**src/include/ucse_defines.svh**
```systemverilog
// Purpose: Constants for the checksum, smart-card and event interrupt block.
// Assumes: Register offsets chosen for a plain 16-bit register port.
// Notes: Widths and field positions live here; types live in the package.
//
// How it works
// LIN variant without identifier: transmit sum excludes the protected identifier byte.
// In LIN modes a detected break clears both checksum accumulators.
// Outside LIN, enable set: each sent byte adds with end-around carry.
// Outside LIN, enable set: each received byte adds with end-around carry.
// Outside LIN, enable clear: both sums hold except software writes.
// A 2-bit field selects the smart-card retransmit count.
// T=0 error pull-down lasts two units when the length bit is 1, else one.
// Receive-repeat flag sets when an error persists after five receptions.
// Block-time flag sets when the block counter reaches zero.
// With wake enabled a falling receive edge sets the wake flag and interrupts.
// With rate detection enabled its final falling edge sets the done flag.
// Software clears the wake and rate-detect flags; hardware only sets them.
// The rate-detect flag interrupts only while its enable bit is 1.
// Unimplemented register bits read as zero.
// Guard and block counters run on a bit clock of one elementary unit.
// Convention bit selects inverse or direct; protocol bit selects T=1 or T=0.
// Each smart-card flag is hardware set and interrupts only when enabled.
`ifndef UCSE_DEFINES_SVH
`define UCSE_DEFINES_SVH
`define UCSE_ADDR_W        4
`define UCSE_OFS_TXSUM     4'h0
`define UCSE_OFS_RXSUM     4'h1
`define UCSE_OFS_SCCFG     4'h2
`define UCSE_OFS_SCIRQ     4'h3
`define UCSE_OFS_EVIRQ     4'h4
`define UCSE_OFS_CTRL      4'h5
`define UCSE_OFS_GUARD     4'h6
`define UCSE_OFS_BLOCK     4'h7
`define UCSE_OFS_ETU       4'h8
`define UCSE_SCCFG_MASK    16'h003E
`define UCSE_SCIRQ_FMASK   16'h3700
`define UCSE_SCIRQ_EMASK   16'h0037
`define UCSE_EVIRQ_MASK    16'h00C4
`define UCSE_CTRL_MASK     16'h001F
`define UCSE_CNT_MASK      16'h01FF
`define UCSE_RX_LIMIT      3'h5
`define UCSE_RX_LAST       3'h4
`define UCSE_ETU_RESET     16'h0174
`endif

```
**src/include/ucse_pkg.sv**
```systemverilog
// Purpose: Types for the checksum, smart-card and event interrupt block.
// Assumes: Used together with ucse_defines.svh.
// Notes: The mode encodes the line protocol family.
package ucse_pkg;
    typedef enum logic [1:0] {
        UCSE_MODE_PLAIN,
        UCSE_MODE_LIN,
        UCSE_MODE_LIN_NOID,
        UCSE_MODE_CARD
    } ucse_mode_t;
    typedef enum logic [1:0] {
        UCSE_ERR_IDLE,
        UCSE_ERR_HOLD
    } ucse_err_t;
endpackage

```
**src/hw/ucse_top.sv**
```systemverilog
// Purpose: Checksums, smart-card timing flags and event interrupts of a UART.
// Assumes: Byte strobes, break and error events come from the UART core on core_clk.
// Notes: Flags are cleared by writing one; a set in the same cycle wins.
`include "ucse_defines.svh"
`timescale 1ns/1ps
`default_nettype none
module ucse_top
    import ucse_pkg::*;
#(
    parameter int ETU_W = 16
) (
    input  wire logic                     core_clk,
    input  wire logic                     reset_n,
    input  wire logic [`UCSE_ADDR_W-1:0] reg_addr,
    input  wire logic [15:0]              reg_wdata,
    input  wire logic                     reg_wr,
    input  wire logic                     reg_rd,
    output logic      [15:0]              reg_rdata,
    input  wire ucse_mode_t               line_mode,
    input  wire logic                     tx_byte_valid,
    input  wire logic [7:0]               tx_byte,
    input  wire logic                     tx_byte_is_pid,
    input  wire logic                     rx_byte_valid,
    input  wire logic [7:0]               rx_byte,
    input  wire logic                     break_seen,
    input  wire logic                     rx_pin,
    input  wire logic                     rx_char_error,
    input  wire logic                     tx_char_error,
    input  wire logic                     waiting_expired,
    input  wire logic                     rate_detect_final_edge,
    output logic                          bit_sense_inverse,
    output logic                          card_protocol_t1,
    output logic      [1:0]               retry_count_select,
    output logic                          error_hold_low,
    output logic                          card_irq,
    output logic                          event_irq
);
    typedef struct packed {
        logic [7:0]       tx_sum_value;
        logic [7:0]       rx_sum_value;
        logic [1:0]       retry_count_select;
        logic             bit_sense_select;
        logic             error_hold_low_length;
        logic             card_protocol_select;
        logic [5:0]       sc_flags;
        logic [5:0]       sc_enables;
        logic             line_resume_flag;
        logic             rate_detect_done_flag;
        logic             rate_detect_irq_enable;
        logic             sum_accumulate_enable;
        logic             wake_enable;
        logic             rate_detect_enable;
        logic [8:0]       guard_cnt;
        logic [8:0]       block_cnt;
        logic [ETU_W-1:0] etu_div;
        logic [ETU_W-1:0] etu_cnt;
        logic [2:0]       rx_tries;
        logic [1:0]       tx_tries;
        ucse_err_t        err_state;
        logic             err_units;
        logic [1:0]       rx_sync;
        logic             rx_prev;
        logic [15:0]      rdata;
    } ucse_state_t;

    ucse_state_t s_q;
    ucse_state_t s_d;
    logic [7:0]  tx_next;
    logic [7:0]  rx_next;
    logic        etu_tick;
    logic        is_lin;
    logic        wr_sum;

    ucse_sum8 u_tx_sum (
        .acc  (s_q.tx_sum_value),
        .data (tx_byte),
        .sum  (tx_next)
    );
    ucse_sum8 u_rx_sum (
        .acc  (s_q.rx_sum_value),
        .data (rx_byte),
        .sum  (rx_next)
    );

    function automatic logic [15:0] read_mux(input ucse_state_t s,
                                             input logic [`UCSE_ADDR_W-1:0] a);
        logic [15:0] v;
        v = 16'h0000;
        case (a)
            `UCSE_OFS_TXSUM: v = {8'h00, s.tx_sum_value};
            `UCSE_OFS_RXSUM: v = {8'h00, s.rx_sum_value};
            `UCSE_OFS_SCCFG: v = {10'h000, s.retry_count_select, s.bit_sense_select,
                                  s.error_hold_low_length, s.card_protocol_select, 1'b0};
            `UCSE_OFS_SCIRQ: v = {2'h0, s.sc_flags[5:4], 1'b0, s.sc_flags[2:0],
                                  2'h0, s.sc_enables[5:4], 1'b0, s.sc_enables[2:0]};
            `UCSE_OFS_EVIRQ: v = {8'h00, s.line_resume_flag, s.rate_detect_done_flag,
                                  3'h0, s.rate_detect_irq_enable, 2'h0};
            `UCSE_OFS_CTRL:  v = {11'h000, s.rate_detect_enable, s.wake_enable,
                                  s.sum_accumulate_enable, 2'h0};
            `UCSE_OFS_GUARD: v = {7'h00, s.guard_cnt};
            `UCSE_OFS_BLOCK: v = {7'h00, s.block_cnt};
            `UCSE_OFS_ETU:   v = 16'(s.etu_div);
            default:         v = 16'h0000;
        endcase
        return v;
    endfunction

    always_comb begin
        logic [15:0] sc_set;
        sc_set = 16'h0000;
        s_d = s_q;
        is_lin = (line_mode == UCSE_MODE_LIN) || (line_mode == UCSE_MODE_LIN_NOID);
        wr_sum = reg_wr;

        // Synchronise the receive pin before edge detection.
        s_d.rx_sync = {s_q.rx_sync[0], rx_pin};
        s_d.rx_prev = s_q.rx_sync[1];

        // Bit clock of one elementary time unit.
        etu_tick = (s_q.etu_cnt == '0);
        s_d.etu_cnt = etu_tick ? s_q.etu_div : s_q.etu_cnt - 1'b1;

        // Checksums.
        if (is_lin) begin
            if (tx_byte_valid && !(line_mode == UCSE_MODE_LIN_NOID && tx_byte_is_pid)) begin
                s_d.tx_sum_value = tx_next;
            end
            if (rx_byte_valid) begin
                s_d.rx_sum_value = rx_next;
            end
            if (break_seen) begin
                s_d.tx_sum_value = 8'h00;
                s_d.rx_sum_value = 8'h00;
            end
        end else if (s_q.sum_accumulate_enable) begin
            if (tx_byte_valid) begin
                s_d.tx_sum_value = tx_next;
            end
            if (rx_byte_valid) begin
                s_d.rx_sum_value = rx_next;
            end
        end

        // Smart-card counters run on the bit clock.
        if (etu_tick && s_q.guard_cnt != '0) begin
            s_d.guard_cnt = s_q.guard_cnt - 1'b1;
            sc_set[0] = (s_q.guard_cnt == 9'h001);
        end
        if (etu_tick && s_q.block_cnt != '0) begin
            s_d.block_cnt = s_q.block_cnt - 1'b1;
            sc_set[2] = (s_q.block_cnt == 9'h001);
        end
        sc_set[1] = waiting_expired;

        // Receive repeat: fifth erroneous reception of the same character.
        if (rx_byte_valid) begin
            if (rx_char_error) begin
                if (s_q.rx_tries == `UCSE_RX_LAST) begin
                    sc_set[5] = 1'b1;
                    s_d.rx_tries = 3'h0;
                end else begin
                    s_d.rx_tries = s_q.rx_tries + 1'b1;
                end
            end else begin
                s_d.rx_tries = 3'h0;
            end
        end

        // Transmit repeat: error after the last retransmit selected.
        if (tx_char_error) begin
            if (s_q.tx_tries == s_q.retry_count_select) begin
                sc_set[4] = 1'b1;
                s_d.tx_tries = 2'h0;
            end else begin
                s_d.tx_tries = s_q.tx_tries + 1'b1;
            end
        end else if (tx_byte_valid) begin
            s_d.tx_tries = 2'h0;
        end

        // T=0 error pull-down of one or two units.
        case (s_q.err_state)
            UCSE_ERR_IDLE: begin
                if (rx_char_error && rx_byte_valid && !s_q.card_protocol_select) begin
                    s_d.err_state = UCSE_ERR_HOLD;
                    s_d.err_units = s_q.error_hold_low_length;
                    s_d.etu_cnt = s_q.etu_div;
                end
            end
            UCSE_ERR_HOLD: begin
                if (etu_tick) begin
                    if (s_q.err_units) begin
                        s_d.err_units = 1'b0;
                    end else begin
                        s_d.err_state = UCSE_ERR_IDLE;
                    end
                end
            end
            default: s_d.err_state = UCSE_ERR_IDLE;
        endcase

        // Register writes; write-one clears lose to a same-cycle set.
        if (wr_sum) begin
            case (reg_addr)
                `UCSE_OFS_TXSUM: s_d.tx_sum_value = reg_wdata[7:0];
                `UCSE_OFS_RXSUM: s_d.rx_sum_value = reg_wdata[7:0];
                `UCSE_OFS_SCCFG: begin
                    s_d.retry_count_select    = reg_wdata[5:4];
                    s_d.bit_sense_select      = reg_wdata[3];
                    s_d.error_hold_low_length = reg_wdata[2];
                    s_d.card_protocol_select  = reg_wdata[1];
                end
                `UCSE_OFS_SCIRQ: begin
                    s_d.sc_flags   = s_q.sc_flags & ~{reg_wdata[13:12], 1'b0, reg_wdata[10:8]};
                    s_d.sc_enables = {reg_wdata[5:4], 1'b0, reg_wdata[2:0]};
                end
                `UCSE_OFS_EVIRQ: begin
                    s_d.line_resume_flag       = s_q.line_resume_flag & ~reg_wdata[7];
                    s_d.rate_detect_done_flag  = s_q.rate_detect_done_flag & ~reg_wdata[6];
                    s_d.rate_detect_irq_enable = reg_wdata[2];
                end
                `UCSE_OFS_CTRL: begin
                    s_d.sum_accumulate_enable = reg_wdata[2];
                    s_d.wake_enable           = reg_wdata[3];
                    s_d.rate_detect_enable    = reg_wdata[4];
                end
                `UCSE_OFS_GUARD: s_d.guard_cnt = reg_wdata[8:0];
                `UCSE_OFS_BLOCK: s_d.block_cnt = reg_wdata[8:0];
                `UCSE_OFS_ETU:   s_d.etu_div = reg_wdata[ETU_W-1:0];
                default: ;
            endcase
        end

        s_d.sc_flags = s_d.sc_flags | {sc_set[5:4], 1'b0, sc_set[2:0]};
        if (s_q.wake_enable && s_q.rx_prev && !s_q.rx_sync[1]) begin
            s_d.line_resume_flag = 1'b1;
        end
        if (s_q.rate_detect_enable && rate_detect_final_edge) begin
            s_d.rate_detect_done_flag = 1'b1;
        end

        s_d.rdata = reg_rd ? read_mux(s_q, reg_addr) : 16'h0000;
    end

    always_ff @(posedge core_clk or negedge reset_n) begin
        if (!reset_n) begin
            s_q         <= '0;
            s_q.etu_div <= ETU_W'(`UCSE_ETU_RESET);
            s_q.rx_sync <= 2'h3;
            s_q.rx_prev <= 1'b1;
        end else begin
            s_q <= s_d;
        end
    end

    assign reg_rdata          = s_q.rdata;
    assign bit_sense_inverse  = s_q.bit_sense_select;
    assign card_protocol_t1   = s_q.card_protocol_select;
    assign retry_count_select = s_q.retry_count_select;
    assign error_hold_low     = (s_q.err_state == UCSE_ERR_HOLD);
    assign card_irq           = |(s_q.sc_flags & s_q.sc_enables);
    assign event_irq          = s_q.line_resume_flag
                              | (s_q.rate_detect_done_flag & s_q.rate_detect_irq_enable);
endmodule
`default_nettype wire

```
**src/hw/ucse_sum8.sv**
```systemverilog
// Purpose: One end-around-carry byte adder.
// Assumes: Purely combinational.
// Notes: Folds the carry back into the low bit.
`timescale 1ns/1ps
`default_nettype none
module ucse_sum8 (
    input  wire logic [7:0] acc,
    input  wire logic [7:0] data,
    output logic      [7:0] sum
);
    logic [8:0] raw;
    always_comb begin
        raw = {1'b0, acc} + {1'b0, data};
        sum = raw[7:0] + {7'h00, raw[8]};
    end
endmodule
`default_nettype wire

```
**config.mk**
```make
export PLATFORM = sky130hd
export DESIGN_NAME = ucse_top
export DESIGN_NICKNAME = d
export VERILOG_FILES = /design/src/include/ucse_pkg.sv /design/src/hw/ucse_top.sv /design/src/hw/ucse_sum8.sv
export VERILOG_INCLUDE_DIRS = /design/src /design/src/include
export SDC_FILE = /design/constraint.sdc
export NUM_CORES = 1
export LEC_CHECK = 0
export CAP_MARGIN = 20
export CORE_AREA = 2 2 129 131
export DETAILED_ROUTE_END_ITERATION = 12
export DIE_AREA = 0 0 131 133
export DONT_BUFFER_PORTS = 1
export PLACE_DENSITY_LB_ADDON = 0.15
export SYNTH_ARGS = -nofsm -noshare
export SYNTH_HDL_FRONTEND = slang
export SYNTH_SLANG_ARGS = --single-unit
```
**constraint.sdc**
```tcl
create_clock -name core_clk -period 6.85 [get_ports core_clk]
set_clock_uncertainty 0.05 [all_clocks]
set_input_delay 0.3425 -clock core_clk [delete_from_list [all_inputs] [get_ports core_clk]]
set_output_delay 0.3425 -clock core_clk [all_outputs]
set_load 0.005 [all_outputs]
```
==> impl_results.md <==
- Reg2reg end: s_q[114]
- Syn_nets: 772
- Mapped cell area: around 6600 µm²
- CTS sink cnt: around 110
- Seq/Total Area, Yosys: 0.430
- Max incr delay on CP: 0.43 ns
- RSZ-0062 raised after global routing: false
- Leak: 3.19 nW
- WS Path Type: flip-flop to flip-flop
- Post-synth ARST share: 1.00
- Slew @ Worst Pin: ~0.98 ns
- GP Congestion: 0.899
- Worst-path clk slew: roughly 0.060 ns
- Most used cell, CP: ha_1
- Port Buffers: 0
- CTS Root Cell: clkbuf_16
- Routed WL: 18000 µm
- Largest net degree at the start of global routing: 114
- Drt drc: 0
- Area post-placement: 6670 µm²
- Synth Flop Type: dfrtp_1
- Syn Inst Count: 689
- Critical Path Fanout Max: 4
- Initial drt markers: 466
- Hold Path Cell Cnt: 2
- Hold Crit Class: input port to flip-flop
- Number of buffers created by CTS: 17
- Overall Global Routing Usage: 0.218
- Hpwl dp: about 13000 µm
- Hold_sp: reg_wdata[0]
- Seq cells post-synth: ~110
- Reg2reg setup slack: between 3 and 4 ns
- Post-route ant nets: 0
- Share of cells above drive strength 1: 0.123
- Area of the die: roughly 17000 µm²
- Final number of max-transition violations: 0
- Setup tns final: 0 ns
- Max clock buf depth: 2
- Final nets: a little under 800
- Worst skew pair latency: ~0.42 ns
- Worst Setup End Kind: flip-flop
- I/O Pins: 74
- P&R area growth vs syn: 11.8%
- Starting Density: 0.408
- Startpoint types: flip-flop
- Post-route insts no fill: approximately 920
- WP data arrival: roughly 3.5 ns
- CP cell instances: ha_1 -> fa_1 -> a211o_1 -> a211o_1 -> a21o_1 -> a21o_1 -> ha_1 -> ha_1 -> nand3_1 -> mux2i_1 -> nand3_1 -> xnor2_1 -> a22oi_1 -> a21oi_1
- Synth warn: 0
- Vias per cell: 5.57
- Die height: around 130 µm
- Core area: approximately 16000 µm²
- Status: completed
- First-pass GRT wire length: ~29000 µm
- Max Clock Freq: a little over 300 MHz
- Detailed Routing Iterations Pass 1: 5
- Vias post-DR: 5118
- Initial antenna violation count: 0
- Unique masters post-synth: 61
- Final Hold Fails: 0
- Routed len/inst: approximately 20 µm
- Remaining Overflow, GRT: 0
- Site Rows: 47
- Diode count: 0
- Tcrit/Tclk final: 0.479
- Worst R2R Path Depth: 14
- CP Data Required Time: 7.07 ns
- Slew HR: 0.345
- VDD IR max: 0.166 mV
- Finish-stage setup viols: 0
- PwrDens: around 350 nW/µm²
- Vias in the first global route: around 5000
- CTS tree: built
- Worst hold slack: 0.0195 ns
- Total power draw: between 2 and 3 mW
- Crit path time final: around 3.3 ns
- H-Tree Depth: 4
- Post-CTS sizing: 0
- Fillcell total: 1534
- Post-synth EDFFs: 0
- Finished Cell Area: around 7400 µm²
- Reg2reg start: s_q[108]
- Crit path max-delay cell type: fa_1
- Avg Cell Area, Syn: 9.57 µm²
- Max-cap viol count: 0
- Die width: around 130 µm
- Placed instance count: about 870
- Hold endpoint: s_q[68]
[layout make-up]
cell class              instances  area (µm²)  area share
clock inverters                 5        27.5     0.00373
multi-input cells             521        3470       0.471
flip-flops and latches        113        2840       0.385
clock buffers                  27         513      0.0696
inverters                      14        52.6     0.00713
well taps                     220         275      0.0373
repair buffers                 19         193      0.0261
[worst max-delay path, delay by kind of cell (launching register included)]
| family | cells | cell delay (ns) |
|---|---|---|
| xor+xnor | 1 | 0.07 |
| flops | 1 | 0.40 |
| mux | 1 | 0.10 |
| fa+ha+maj | 4 | 1.07 |
| simple gates | 2 | 0.19 |
| compound gates | 6 | 1.23 |
[where the power goes]
group	leakage, nW	internal [mW]	switching, mW
clock network	0.267	0.507	0.298
registers	1.36	0.826	0.181
logic	1.56	0.363	0.372
total	3.19	1.70	0.851
[synth_stat cells (all sizes together), types with 4 or more instances]
cell,instances,area share
a21oi,51,0.039
a221oi,9,0.012
or3,6,0.0066
dfrtp,105,0.40
nand3b,5,0.0063
inv,14,0.0080
or4,4,0.0051
mux2i,11,0.017
nand4,4,0.0047
a22oi,19,0.022
clkbuf,18,0.010
mux2,31,0.053
nand2b,4,0.0038
nor2b,4,0.0038
nor3,21,0.018
and2,4,0.0038
buf,23,0.024
xnor2,30,0.040
ha,30,0.057
nor4,5,0.0070
nand2,79,0.045
a21o,10,0.011
nor2,69,0.040
o21ai,40,0.030
a222oi,4,0.0061
xor2,19,0.025
a32o,4,0.0061
o211ai,4,0.0046
and3,10,0.0099
dfstp,8,0.032
nand3,14,0.011
[repair_timing]
item                      CTS  global route
hold buffers               14             0
setup buffers               0             0
hold endpoints to repair  134             0
[how the worst max path moves through the flow]
stage | to | cells past startpoint | from | slack [ns]
after floorplan | s_q[114] | 14 | s_q[108] | 3.79
after global placement | s_q[114] | 14 | s_q[108] | 3.66
after detailed placement | s_q[114] | 14 | s_q[108] | 3.60
after CTS | s_q[114] | 14 | s_q[108] | 3.57
after global routing | s_q[104] | 14 | s_q[100] | 3.31
final | s_q[114] | 14 | s_q[108] | 3.57
[stage by stage]
stage / util / setup WS (ns)
floorplan: - / 3.79
global placement: 0.412 / 3.66
detailed placement: 0.412 / 3.60
CTS: 0.456 / 3.57
global route: 0.456 / 3.31
finish: 0.456 / 3.57
[layer usage]
layer,track usage,routed length (µm)
met1,0.292,7910
met2,0.334,8580
met3,0.0623,982
met4,0.0780,500
met5,0,0
[kinds of logic (layout without fill, tap and decap cells)]
kind of cell    after synthesis  count (layout)  synth area share
simple gates                237             237             0.174
compound gates              161             161             0.155
flops                       113             113             0.430
buf+inv                      55              65            0.0429
xor+xnor                     49              49            0.0651
mux                          42              42            0.0696
fa+ha+maj                    32              32            0.0630
[flip-flops by register name, summed over array words and instances, names as in the netlist]
signal	flops
bit_sense_inverse	1
card_protocol_t1	1
s_d	2
s_q	91
reg_rdata	16
retry_count_select	2
[cells in the final DEF (no fill, tap or decap), types with 5 or more instances in the layout]
| cell | instances |
|---|---|
| dfrtp_1 | 105 |
| nand2_1 | 79 |
| nor2_1 | 68 |
| a21oi_1 | 50 |
| o21ai_0 | 36 |
| mux2_2 | 31 |
| xnor2_1 | 30 |
| ha_1 | 30 |
| nor3_1 | 20 |
| xor2_1 | 19 |
| a22oi_1 | 19 |
| clkbuf_16 | 17 |
| inv_1 | 14 |
| nand3_1 | 14 |
| dlygate4sd3_1 | 13 |
| mux2i_1 | 11 |
| a21o_1 | 10 |
| a221oi_1 | 9 |
| and3_1 | 8 |
| dfstp_2 | 8 |
| clkbuf_8 | 5 |
| clkbuf_1 | 5 |
Note: power is estimated with default switching activity, not from simulation.
